===== src/hw/mss_pkg.sv =====
// Shared types for the accumulator store stall control.
// Assumes one core clock; all inputs come from pipeline logic on that clock.
package mss_pkg;

    // ********************************************************
    // Slot states
    // ********************************************************
    typedef enum logic [1:0] {
        MSS_IDLE    = 2'b00,
        MSS_STRETCH = 2'b01,
        MSS_ACCESS  = 2'b10
    } mss_state_t;

    // ********************************************************
    // Store forms
    // ********************************************************
    typedef enum logic {
        MSS_KIND_REG = 1'b0,
        MSS_KIND_MEM = 1'b1
    } mss_kind_t;

    // Memory-access stage length in cycles once the multiplier is free
    localparam int unsigned MSS_ACCESS_CYCLES = 1;

endpackage


===== src/hw/mss_slot_if.sv =====
// Carrier between the stall controller and its fetch arbiter.
// Assumes both ends share clk and resetn.
`timescale 1ns/1ps
interface mss_slot_if;
    logic access;
    logic fetch_req;
    logic fetch_grant;
    logic fetch_defer;

    modport ctrl (output access, output fetch_req, input fetch_grant, input fetch_defer);
    modport arb  (input access, input fetch_req, output fetch_grant, output fetch_defer);
endinterface


===== src/hw/mss_fetch_arb.sv =====
// Fetch arbiter: splits the slot when the added access stage meets a fetch.
// Assumes access and fetch_req are driven on clk by the controller.
`timescale 1ns/1ps
module mss_fetch_arb (
    // Clock and reset
    input  wire logic clk,
    input  wire logic resetn,
    // Slot carrier
    mss_slot_if.arb   slot
);

    logic pend_q;
    logic grant_q;
    logic defer_q;

    // ********************************************************
    // Deferred fetch
    // ********************************************************
    // The fetch waits its turn instead of merging into the access slot
    always_ff @(posedge clk or negedge resetn) begin
        if (!resetn) begin
            pend_q <= 1'b0;
        end else begin
            pend_q <= (slot.fetch_req | pend_q) & slot.access;
        end
    end

    always_ff @(posedge clk or negedge resetn) begin
        if (!resetn) begin
            grant_q <= 1'b0;
            defer_q <= 1'b0;
        end else begin
            grant_q <= (slot.fetch_req | pend_q) & ~slot.access;
            defer_q <= (slot.fetch_req | pend_q) & slot.access;
        end
    end

    assign slot.fetch_grant = grant_q;
    assign slot.fetch_defer = defer_q;

    // ********************************************************
    // Checks
    // ********************************************************
    AST_FETCH_SPLIT: assert property (@(posedge clk) disable iff (!resetn)
        slot.access && slot.fetch_req |=> defer_q && !grant_q)
        else $error("fetch merged into access slot");

    AST_DEFER_RESUME: assert property (@(posedge clk) disable iff (!resetn)
        pend_q && !slot.access |=> grant_q && !defer_q)
        else $error("deferred fetch not resumed");

endmodule


===== src/hw/mss_stall_ctrl.sv =====
// Stall control for an accumulator store issued right behind a long multiply-accumulate.
// Assumes all inputs come from pipeline logic on clk; mult_busy is high while the multiplier works.
`timescale 1ns/1ps
module mss_stall_ctrl #(
    parameter bit CACHED_VARIANT = 1'b0
) (
    // Clock and reset
    input  wire logic          clk,
    input  wire logic          resetn,
    // Store entering its access stage
    input  wire logic          ex_store_valid,
    input  mss_pkg::mss_kind_t ex_store_kind,
    // Multiplier and cache state
    input  wire logic          mult_busy,
    input  wire logic          cache_enable,
    // Instruction fetch
    input  wire logic          fetch_req,
    output logic               fetch_grant,
    output logic               fetch_defer,
    // Access stage status
    output logic               ma_active,
    output logic               mult_read,
    output logic               mem_write,
    output logic               store_done,
    output logic               pipeline_hold
);

    // ********************************************************
    // State
    // ********************************************************
    mss_pkg::mss_state_t state_q;
    mss_pkg::mss_state_t state_d;
    mss_pkg::mss_kind_t  kind_q;
    mss_pkg::mss_kind_t  kind_d;
    logic                accept;
    logic                wait_needed;
    logic                ma_active_q;
    logic                mult_read_q;
    logic                mem_write_q;
    logic                store_done_q;
    logic                hold_q;

    mss_slot_if slot ();

    // New store only taken when the slot is free; the hold keeps issue back
    // A store offered mid-slot is dropped, so issue must keep it while pipeline_hold is high
    assign accept = ex_store_valid && (state_q == mss_pkg::MSS_IDLE);
    assign kind_d = accept ? ex_store_kind : kind_q;

    // Cache hides the multiplier only for the memory form on the cached core
    always_comb begin
        wait_needed = 1'b1;
        if (kind_d == mss_pkg::MSS_KIND_MEM) begin
            wait_needed = !(CACHED_VARIANT && cache_enable);
        end
    end

    // ********************************************************
    // Slot sequencing
    // ********************************************************
    always_comb begin
        state_d = state_q;
        unique case (state_q)
            mss_pkg::MSS_IDLE: begin
                if (accept) begin
                    if (wait_needed && mult_busy) begin
                        state_d = mss_pkg::MSS_STRETCH;
                    end else begin
                        state_d = mss_pkg::MSS_ACCESS;
                    end
                end
            end
            mss_pkg::MSS_STRETCH: begin
                if (!mult_busy) begin
                    state_d = mss_pkg::MSS_ACCESS;
                end
            end
            mss_pkg::MSS_ACCESS: begin
                state_d = mss_pkg::MSS_IDLE;
            end
            default: begin
                state_d = mss_pkg::MSS_IDLE;
            end
        endcase
    end

    always_ff @(posedge clk or negedge resetn) begin
        if (!resetn) begin
            state_q <= mss_pkg::MSS_IDLE;
        end else begin
            state_q <= state_d;
        end
    end

    always_ff @(posedge clk or negedge resetn) begin
        if (!resetn) begin
            kind_q <= mss_pkg::MSS_KIND_REG;
        end else begin
            kind_q <= kind_d;
        end
    end

    // ********************************************************
    // Registered status
    // ********************************************************
    // Decoded from next state so each output lines up with its own cycle
    always_ff @(posedge clk or negedge resetn) begin
        if (!resetn) begin
            ma_active_q <= 1'b0;
            mult_read_q <= 1'b0;
            mem_write_q <= 1'b0;
        end else begin
            ma_active_q <= (state_d != mss_pkg::MSS_IDLE);
            mult_read_q <= (state_d == mss_pkg::MSS_ACCESS);
            mem_write_q <= (state_d == mss_pkg::MSS_ACCESS) &&
                           (kind_d == mss_pkg::MSS_KIND_MEM);
        end
    end

    always_ff @(posedge clk or negedge resetn) begin
        if (!resetn) begin
            store_done_q <= 1'b0;
        end else begin
            store_done_q <= (state_q == mss_pkg::MSS_ACCESS);
        end
    end

    // Following instructions stay held for the whole merged slot
    always_ff @(posedge clk or negedge resetn) begin
        if (!resetn) begin
            hold_q <= 1'b0;
        end else begin
            hold_q <= (state_d != mss_pkg::MSS_IDLE);
        end
    end

    // ********************************************************
    // Fetch contention
    // ********************************************************
    // Only the access cycle uses the bus; a stretch leaves fetch free
    assign slot.access    = (state_d == mss_pkg::MSS_ACCESS);
    assign slot.fetch_req = fetch_req;

    mss_fetch_arb u_arb (
        .clk    (clk),
        .resetn (resetn),
        .slot   (slot.arb)
    );

    // ********************************************************
    // Outputs
    // ********************************************************
    assign fetch_grant   = slot.fetch_grant;
    assign fetch_defer   = slot.fetch_defer;
    assign ma_active     = ma_active_q;
    assign mult_read     = mult_read_q;
    assign mem_write     = mem_write_q;
    assign store_done    = store_done_q;
    assign pipeline_hold = hold_q;

    // ********************************************************
    // Checks
    // ********************************************************
    AST_REG_STRETCH: assert property (@(posedge clk) disable iff (!resetn)
        state_q == mss_pkg::MSS_IDLE && ex_store_valid &&
        ex_store_kind == mss_pkg::MSS_KIND_REG && mult_busy
        |=> state_q == mss_pkg::MSS_STRETCH && ma_active_q && !mult_read_q)
        else $error("register store did not stretch on busy multiplier");

    AST_STRETCH_HOLD: assert property (@(posedge clk) disable iff (!resetn)
        state_q == mss_pkg::MSS_STRETCH && mult_busy
        |=> state_q == mss_pkg::MSS_STRETCH && hold_q)
        else $error("stretch ended while multiplier busy");

    AST_STRETCH_END: assert property (@(posedge clk) disable iff (!resetn)
        state_q == mss_pkg::MSS_STRETCH && !mult_busy
        |=> state_q == mss_pkg::MSS_ACCESS && mult_read_q ##1 store_done_q)
        else $error("multiplier read missing after stretch");

    AST_MEM_CACHED: assert property (@(posedge clk) disable iff (!resetn)
        state_q == mss_pkg::MSS_IDLE && ex_store_valid &&
        ex_store_kind == mss_pkg::MSS_KIND_MEM && CACHED_VARIANT && cache_enable
        |=> state_q == mss_pkg::MSS_ACCESS && mem_write_q)
        else $error("cached memory store waited on multiplier");

    AST_MEM_WAIT: assert property (@(posedge clk) disable iff (!resetn)
        state_q == mss_pkg::MSS_IDLE && ex_store_valid &&
        ex_store_kind == mss_pkg::MSS_KIND_MEM && !(CACHED_VARIANT && cache_enable) && mult_busy
        |=> state_q == mss_pkg::MSS_STRETCH && !mem_write_q)
        else $error("memory store did not wait on multiplier");

    AST_ACCESS_ONE: assert property (@(posedge clk) disable iff (!resetn)
        state_q == mss_pkg::MSS_ACCESS
        |=> state_q == mss_pkg::MSS_IDLE && !mult_read_q && !mem_write_q && store_done_q)
        else $error("access stage longer than one cycle");

    AST_WRITE_IN_SLOT: assert property (@(posedge clk) disable iff (!resetn)
        mem_write_q |-> mult_read_q && kind_q == mss_pkg::MSS_KIND_MEM)
        else $error("memory write outside memory store access");

    AST_FETCH_BLOCK: assert property (@(posedge clk) disable iff (!resetn)
        $rose(mult_read_q) && $past(fetch_req) |-> !fetch_grant && fetch_defer)
        else $error("fetch granted in access slot");

    // Slot shape checked every cycle, not only at the transitions
    AST_SLOT_MERGED: assert property (@(posedge clk) disable iff (!resetn)
        state_q != mss_pkg::MSS_IDLE
        |-> ma_active_q && hold_q && (mult_read_q == (state_q == mss_pkg::MSS_ACCESS)))
        else $error("stretched span not held as one slot");

    // A stuck done would let issue logic retire the store twice
    AST_DONE_PULSE: assert property (@(posedge clk) disable iff (!resetn)
        store_done_q |-> state_q == mss_pkg::MSS_IDLE && !ma_active_q ##1 !store_done_q)
        else $error("store done not a single pulse");

endmodule


===== config.mk =====
export PLATFORM = sky130hd
export DESIGN_NAME = mss_stall_ctrl
export DESIGN_NICKNAME = d
export VERILOG_FILES = /design/src/hw/mss_pkg.sv /design/src/hw/mss_slot_if.sv /design/src/hw/mss_fetch_arb.sv /design/src/hw/mss_stall_ctrl.sv
export SDC_FILE = /design/constraint.sdc
export NUM_CORES = 1
export LEC_CHECK = 0
export ABC_AREA = 1
export BUFFER_PORTS_ARGS = -buffer_cell sky130_fd_sc_hd__buf_4
export CORE_AREA = 3 3 40 42
export DETAILED_ROUTE_END_ITERATION = 10
export DIE_AREA = 0 0 43 45
export PLACE_DENSITY_LB_ADDON = 0.3
export SETUP_SLACK_MARGIN = 0.02
export SYNTH_ARGS = -nofsm -noshare
export SYNTH_HDL_FRONTEND = slang
export SYNTH_HIERARCHICAL = 1
export SYNTH_SLANG_ARGS = --single-unit

===== constraint.sdc =====
create_clock -name clk -period 1.9 [get_ports clk]
set_input_delay 0.38 -clock clk [delete_from_list [all_inputs] [get_ports clk]]
set_output_delay 0.38 -clock clk [all_outputs]
set_load 0.01 [all_outputs]

==> results.toml, run 1 <==
[status]
status = "finished, final reports clean"

[route]
routed_wl_um = 561
wl_per_cell_um = 8.766
antenna_left = 0
drt_iter0_drc = 3
vias = 236
drt-vias-per-instance = 3.688
first_pass_iters = 2
drc = 0

[sta]
max-slew-margin-rel_pct = 91.06
rsz0062_at_grt = "no"
whs_ns = 0.3468
max_freq_mhz = 859.5
period_needed_ns = 1.163
fin_crit_sh_pct = 61.24
hold_viol_final = 0
finalClockSkew_ns = 0.001087
setup_tns_ns = 0
tightest_slew_ns = 0.1335
setup_viol = 0
slew_violations = 0

[synth]
synth_area_um2 = 334.1
ys_ff_latch = 9
netlist_instances = 33
synth.distinct_cells = 10
ys_seq_area_share_pct = 67.42
synth_top_area_share_pct = 67.42
ys_top_cells_by_area = "dfrtp_1 (67%), inv_1 (10%), nor2_1 (6.7%)"
mappedNetlistNets = 40
yosys_warnings = 6
synth_area_per_cell_um2 = 10.12
yosysTopAreaCell = "dfrtp_1"

[global_routing]
grt_pass1_wl_um = 793
overflow = 0
grt_pass1_vias = 193
track_usage_pct = 6.166
antenna_found_initial = 0
grt_max_degree = 10

[min_path]
min_path_type = "in -> reg"

[pwr]
pwr-share-seq_pct = 50.2
combPwrFrac_pct = 16.1
ir_drop_mv = 0.3445
power_leakage_nw = 0.2756
p_sw_share_pct = 24.60
p_switching_mw = 0.1057
cell_internal_pwr_mw = 0.3240
power.density_mw_per_mm2 = 911.1
power.clock.fraction_pct = 33.7

[finish]
finalNetCount = 57
stdcell_area_um2 = 471.7
diodes = 0
fillers = 137
drive_gt1_share_pct = 36.73
instances_no_fill = 64
syn2layout_area_growth_pct = 41.20
fin_util_pct = 36.71

[clocking]
cts_max_level = 1
cts-root-buf = "clkbuf_4"
cts_hold_buf = 1
ctsResizeCount = 0
clkTransAtPathRegs_ns = 0.06
cts_setup_buffers = 0
cts_buffers = 3
clk-insertion-delay-late_ns = 0.25
cts.sinks = 9
cts_tree = "built"
clk_path_buf_depth = 2

[critical_path]
max_stage_delay_ns = 0.38
cp-start-kind = "flip-flop"
worstPathMaxFanout = 2
cp.required_ns = 1.52
crit_chain = "buf_4"
critPathKind = "reg -> out"
worst-path-buf-inv = 1
endpoint_kind = "primary output"
cpLargestDelayFamily = "flip-flops"
worst-endpoint-arrival_ns = 0.78
crit_slowest_cell = "dfrtp_1"

[floorplan]
start_util_pct = 26.00
die_x_um = 43
io_pins = 14
die_height_um = 45
fp-row-count = 13
die-area_mm2 = 0.001935
coreArea_mm2 = 0.001285

[placed_design]
post-dp-hpwl_um = 419
dpl-instance-area_um2 = 435.4
globalplace.congestion = 0.6454
dp.cells = 59
numPortBuffers = 12

[flow_run]
drv_cap = 0
## state kept, by name (all words and copies together), names as in the netlist
name,count
state_q,2
kind_q,1
ma_active,1
mem_write,1
mult_read,1
store_done,1
u_arb/pend_q,1
u_arb/slot.fetch_grant,1
## synthesized netlist by cell type, drive strengths merged
master,count
dfrtp,9
inv,9
or2,1
nor2,7
nand3,2
nand2,4
buf,1
## logic make-up (layout without fill, tap and decap cells)
group                  Yosys count  in the layout  synth area share [%]
DFF                              9              9                 67.42
buffers and inverters           10             26                 12.36
and+or+nand+nor                 14             14                 20.23
## metal layers
layer  global-route usage [%]  part of all wire, %  vias up
met5                        0                    0        -
met3                    2.789                   12        2
met1                    7.538                   42      101
li1                         -                    -      123
met4                    7.229                 0.71        0
met2                    7.186                   45       10
## stage by stage
stage / setup slack [ns] / power, mW
after CTS: 0.7243 / 0.4374
after floorplan: 0.9618 / 0.2547
final: 0.7365 / 0.4298
after global routing: 0.7092 / 0.4536
after detailed placement: 0.8001 / 0.2882
after global placement: 0.7944 / 0.2874
## cell type report
cell class	count	area, um^2	share of cell area, %
inverter	9	33.78	7.162
tap	15	18.77	3.979
sequential	9	225.2	47.75
multi-input combinational	14	67.56	14.32
timing repair buffer	13	100.1	21.22
clock buffer	4	26.28	5.570
## power groups by stage
| stage | Clock (mW) | Combinational, mW | Sequential (mW) |
|---|---|---|---|
| 4_1_cts | 0.151 | 0.0708 | 0.216 |
| 5_1_grt | 0.159 | 0.0769 | 0.217 |
| 6_report | 0.145 | 0.0692 | 0.216 |
| 3_5_place_dp | 0 | 0.0689 | 0.219 |
| 3_3_place_gp | 0 | 0.0685 | 0.219 |
| 2_1_floorplan | 0 | 0.0301 | 0.225 |
## layout by cell type (no fill, tap or decap), drive strengths merged
cell type and instances:
inv 9, nor2 7, or2 1, nand3 2, clkbuf 4, nand2 4
dfrtp 9, buf 12, dlygate4sd3 1
## worst paths after layout
kind	to	cells after the start	from	slack, ns
worst max register to register	u_arb/pend_q	5	state_q[0]	0.90
worst max-delay path	fetch_defer	1	u_arb/pend_q	0.74
max in group asynchronous	state_q[1]	2	resetn	1.28
worst min register to register	store_done	1	state_q[0]	0.45
worst min-delay path	u_arb/pend_q	3	fetch_req	0.35
min in group asynchronous	store_done	2	resetn	0.48
No activity file was read; power rests on OpenSTA's default activity.
==> run 2: changes to the inputs <==
--- a/config.mk
+++ b/config.mk
@@ -5,7 +5,7 @@
 export SDC_FILE = /design/constraint.sdc
 export NUM_CORES = 1
 export LEC_CHECK = 0
-export ABC_AREA = 1
+export ABC_AREA = 0
 export BUFFER_PORTS_ARGS = -buffer_cell sky130_fd_sc_hd__buf_4
 export CORE_AREA = 3 3 40 42
 export DETAILED_ROUTE_END_ITERATION = 10
==> constraint.sdc (replaced) <==
create_clock -name clk -period 1.2 [get_ports clk]
set_input_delay 0.24 -clock clk [delete_from_list [all_inputs] [get_ports clk]]
set_output_delay 0.24 -clock clk [all_outputs]
set_load 0.01 [all_outputs]
==> run 2 against run 1 <==
Hold slack got worse by 0.20 ns. Worst setup slack worse by 0.68 ns. Sequential power is 62% higher. Via count down 1.3%. Critical endpoint is now u_arb/slot.fetch_grant. Largest power group unchanged. Synthesized cell count decreased by 33%. Flip-flop and latch count is the same. Clock skew is 0.0046 ns higher. Combinational power is 76% higher.
==> results.toml, run 2 <==
[status]
status = "finished, final reports clean"

[finish]
largest_reg_flops = 2
diodes = 0
layout_commonest_cell = "buf_4"
top_register = "state_q"
drive_gt1_share_pct = 55.00
finalNetCount = 48
syn2layout_area_growth_pct = 47.23
final_cell_mix = "buf_4 (14), dfrtp_1 (9), clkbuf_4 (3)"

[clocking]
cts_tree = "built"
clk-insertion-delay-late_ns = 0.26
clkTransAtPathRegs_ns = 0.06
cts_max_level = 1
clk_path_buf_depth = 2
cts-root-buf = "clkbuf_4"
cts.sinks = 9
cts_buffers = 3

[pwr]
power_mw = 0.6988
power.density_mw_per_mm2 = 1400
power_leakage_nw = 0.2515
ir_drop_mv = 0.6907

[synth]
yosysTopAreaCell = "dfrtp_1"
yosys_warnings = 6
ys_seq_area_share_pct = 66.42
synth_edf_count = 0
synthFlopType = "dfrtp_1"
yosysMostFrequentCell = "dfrtp_1"
synth_area_per_cell_um2 = 15.41
netlist_instances = 22
ys_top_cells_by_area = "dfrtp_1 (66%), and2b_1 (4.4%), mux2_4 (4.4%)"
mappedNetlistNets = 29
synth_area_um2 = 339.1
synth.distinct_cells = 13
netlist_top_cells_count = "dfrtp_1 (9), and2b_1 (2)"
postSynth.asyncResetShare_pct = 100.0
synth_top_area_share_pct = 66.42
ys_ff_latch = 9

[critical_path]
crit_path_end = "u_arb/slot.fetch_grant"
cp.required_ns = 1.40
r2r_cells = 3
r2r_start = "state_q[0]"
worstPathMaxFanout = 4
max_stage_delay_ns = 0.41
crit_start = "state_q[0]"
crit_chain = "o21ba_4 > and2b_2 > o21ba_1"
endpoint_kind = "flip-flop"
r2r_end = "u_arb/slot.fetch_grant"
crit_slowest_cell = "dfrtp_1"
cp-start-kind = "flip-flop"
worst-endpoint-arrival_ns = 1.34
rrSetupSlack_ns = 0.05
critPathKind = "reg -> reg"

[sta]
finalClockSkew_ns = 0.005730
setup_viol = 0
period_needed_ns = 1.146
max_freq_mhz = 872.5
rsz0062_at_grt = "no"
fin_crit_sh_pct = 95.51
tightest_slew_ns = 0.1775
setup_tns_ns = 0
hold_viol_final = 0
slew_violations = 0
max-slew-margin-rel_pct = 88.11

[floorplan]
coreArea_mm2 = 0.001285
die_height_um = 45
die-area_mm2 = 0.001935
fp-row-count = 13
io_pins = 14
die_x_um = 43
start_util_pct = 26.39

[global_routing]
grt_pass1_vias = 236
track_usage_pct = 8.115
antenna_found_initial = 0
grt_pass1_wl_um = 1076
overflow = 0
grt_max_degree = 10

[route]
drc = 0
routed_wl_um = 660
vias = 233
drt-vias-per-instance = 4.236
antenna_left = 0
first_pass_iters = 4
wl_per_cell_um = 12.00
drt_iter0_drc = 3

[placed_design]
globalplace.congestion = 0.7026
numPortBuffers = 12

[min_path]
min_path_type = "in -> reg"

[flow_run]
drv_cap = 0
==> run 2: cell count changes in the layout (fill, tap and decap cells not counted), moves of 2 or more <==
cell / change
nor2_1: -6
inv_1: -9
buf_4: +2
nand2_1: -2
==> run 2: area by class of cell <==
class / count / area [um^2]
tap: 15 / 18.77
multi-input combinational: 12 / 113.9
timing repair buffer: 15 / 115.1
fill: 127 / 785.8
clock buffer: 4 / 26.28
sequential: 9 / 225.2
==> run 2: repair_timing <==
action | in CTS | in global routing
resized for setup | 0 | 2
endpoints found under the setup margin | 0 | 1
endpoints found under the hold margin | 9 | 0
buffers inserted | 0 | 2
hold buffers | 1 | 0
==> run 2: critical path: cells and delay by family, from the launching register on <==
family	cells	cell delay [ns]
compound gates	2	0.45
flops	1	0.41
simple gates	1	0.22
==> run 2: per-stage QoR <==
step	util, %	hold WS [ns]	instances	area [um^2]	setup slack, ns
floorplan	-	-0.05559	22	339.1	0.1557
global placement	34.27	0.06394	48	440.4	0.1087
detailed placement	34.27	0.06868	48	440.4	0.09046
CTS	37.10	0.1390	53	476.7	0.05920
global route	38.85	0.1384	55	499.2	0.01027
finish	38.85	0.1425	55	499.2	0.05389
==> run 2: logic make-up after synthesis <==
family                 Yosys count  synth area share (%)
AO/OA/AOI/OAI                    4                 11.81
buffers and inverters            1                 2.215
multiplexers                     1                 4.427
AND/OR/NAND/NOR                  7                 15.13
flip-flops                       9                 66.42
==> run 2: metal layers <==
layer	track usage, %	vias to the layer above	share of wire, %
li1	-	110	-
met1	7.305	110	37
met2	14.37	11	53
met3	5.179	2	8.5
met4	3.614	0	1.5
met5	0	-	0
==> run 2: where the power goes <==
part           total (mW)  internal (mW)  leakage [nW]  switching (mW)
logic               0.122         0.0759         0.122          0.0460
clock network       0.228          0.128        0.0150           0.100
registers           0.349          0.332         0.114          0.0171
==> run 2: how the worst min path moves through the flow <==
| stage | slack [ns] | cells past startpoint | start | endpoint |
|---|---|---|---|---|
| 3_5_place_dp | 0.07 | 1 | resetn | store_done |
| 2_1_floorplan | -0.06 | 0 | resetn | kind_q |
| 3_3_place_gp | 0.06 | 1 | resetn | store_done |
| 6_report | 0.14 | 2 | mult_busy | mem_write |
| 4_1_cts | 0.14 | 2 | mult_busy | mem_write |
| 5_1_grt | 0.14 | 2 | mult_busy | mem_write |
==> run 3: changes to the inputs <==
==> constraint.sdc (replaced) <==
create_clock -name clk -period 1.05 [get_ports clk]
set_input_delay 0.21 -clock clk [delete_from_list [all_inputs] [get_ports clk]]
set_output_delay 0.21 -clock clk [all_outputs]
set_load 0.01 [all_outputs]
==> run 3 against run 2 <==
The run now ends with negative setup slack left. Clock power increased by 15%. Sequential power grew 14%. Cell area grew 5.8%. First-iteration DRC count fell by 100%. Critical path type unchanged. Largest cell class unchanged. Highest routed layer is now met3.
==> results.toml, run 3 (synthesis results as in run 2) <==
[status]
status = "complete, but fails checks"
violations = "negative setup slack"

[sta]
rsz0062_at_grt = "yes"
period_needed_ns = 1.066
tightest_slew_ns = 0.1726
setup_viol = 2
whs_ns = 0.1270
setup_tns_ns = -0.02901
max_freq_mhz = 938.5
hold_viol_final = 0
slew_violations = 0
max-slew-margin-rel_pct = 88.45
finalClockSkew_ns = 0.002875
fin_crit_sh_pct = 101.5
worst_slack_ns = -0.01555

[placed_design]
numPortBuffers = 12
globalplace.congestion = 0.7035
post-dp-hpwl_um = 463.3
dpl-instance-area_um2 = 461.7

[clocking]
cts.sinks = 9
ctsResizeCount = 0
cts_buffers = 3
clkTransAtPathRegs_ns = 0.06
cts-root-buf = "clkbuf_4"
cts_tree = "built"
cts_max_level = 1
clk_path_buf_depth = 2
clk-insertion-delay-late_ns = 0.25

[global_routing]
grt_pass1_wl_um = 1179
overflow = 0
track_usage_pct = 8.340
grt_pass1_vias = 248
grt_max_degree = 10
antenna_found_initial = 0

[finish]
finalNetCount = 52
stdcell_area_um2 = 528.0
diodes = 0
fillers = 125
layout_commonest_cell = "buf_4"
fin_util_pct = 41.09
drive_gt1_share_pct = 56.82
top_register = "state_q"
largest_reg_flops = 2
final_cell_mix = "buf_4 (18), dfrtp_1 (9), clkbuf_4 (3)"
syn2layout_area_growth_pct = 55.72

[floorplan]
coreArea_mm2 = 0.001285
start_util_pct = 26.39
die_x_um = 43
die_height_um = 45
fp-row-count = 13
die-area_mm2 = 0.001935
io_pins = 14

[critical_path]
worst-path-buf-inv = 0
cp-start-kind = "flip-flop"
rrSetupSlack_ns = -0.02
r2r_cells = 3
crit_chain = "o21ba_4 > and2b_1 > o21ba_1"
cpLargestDelayFamily = "compound AO/OA/AOI/OAI gates"
worstPathMaxFanout = 3
r2r_end = "u_arb/slot.fetch_grant"
critical_path_depth = 3
cp.required_ns = 1.25
endpoint_kind = "flip-flop"
crit_slowest_cell = "dfrtp_1"
worst-endpoint-arrival_ns = 1.26
critPathKind = "reg -> reg"
crit_path_end = "u_arb/slot.fetch_grant"
crit_start = "state_q[0]"
max_stage_delay_ns = 0.41
r2r_start = "state_q[0]"

[min_path]
hold_depth = 2
min_path_type = "in -> reg"

[route]
routed_wl_um = 672
drc = 0
drt-vias-per-instance = 3.847
first_pass_iters = 1
wl_per_cell_um = 11.39
antenna_left = 0
vias = 227
drt_iter0_drc = 0

[pwr]
power_leakage_nw = 0.2722
ir_drop_mv = 0.8217
power.density_mw_per_mm2 = 1548

[flow_run]
drv_cap = 0
## run 3: changes by cell type in the layout (fill, tap and decap cells not counted)
cell,previous run,this run
and2b_2,1,0
buf_4,14,18
and2b_1,1,2
## run 3: through the flow
stage / setup slack, ns / std cells / total power [mW]
final: -0.01555 / 59 / 0.8173
after CTS: -0.007354 / 58 / 0.8238
after floorplan: 0.02511 / 22 / 0.4684
after global placement: 0.01091 / 50 / 0.5377
after global routing: -0.06819 / 59 / 0.8598
after detailed placement: -0.01073 / 50 / 0.5427
## run 3: layout make-up
type	instances	area [um^2]	area share (%)
multi-input combinational	12	112.6	21.33
tap	15	18.77	3.555
timing repair buffer	19	145.1	27.49
sequential	9	225.2	42.65
clock buffer	4	26.28	4.976
## run 3: repair_timing
action	CTS	global route
hold endpoints to repair	9	0
hold buffers	1	0
setup buffers	3	1
endpoints found under the setup margin	2	5
pin swaps	0	3
## run 3: worst min path at each step
stage	endpoint	startpoint	slack [ns]
floorplan	kind_q	resetn	-0.09
global placement	store_done	resetn	0.03
detailed placement	ma_active	resetn	0.04
CTS	mem_write	mult_busy	0.12
global route	mem_write	mult_busy	0.13
finish	mem_write	mult_busy	0.13
## run 3: where the power goes
group | switching, mW | internal, mW
Sequential | 0.0187 | 0.379
Clock | 0.117 | 0.146
Combinational | 0.0564 | 0.100
Total | 0.192 | 0.625
## run 3: per-layer routing
metal | global-route usage, % | vias to the layer above | part of all wire, %
met4 | 3.614 | 0 | 0
met2 | 14.37 | 7 | 53
met1 | 8.978 | 103 | 38
li1 | - | 117 | -
met3 | 3.586 | 0 | 8.9
met5 | 0 | - | 0
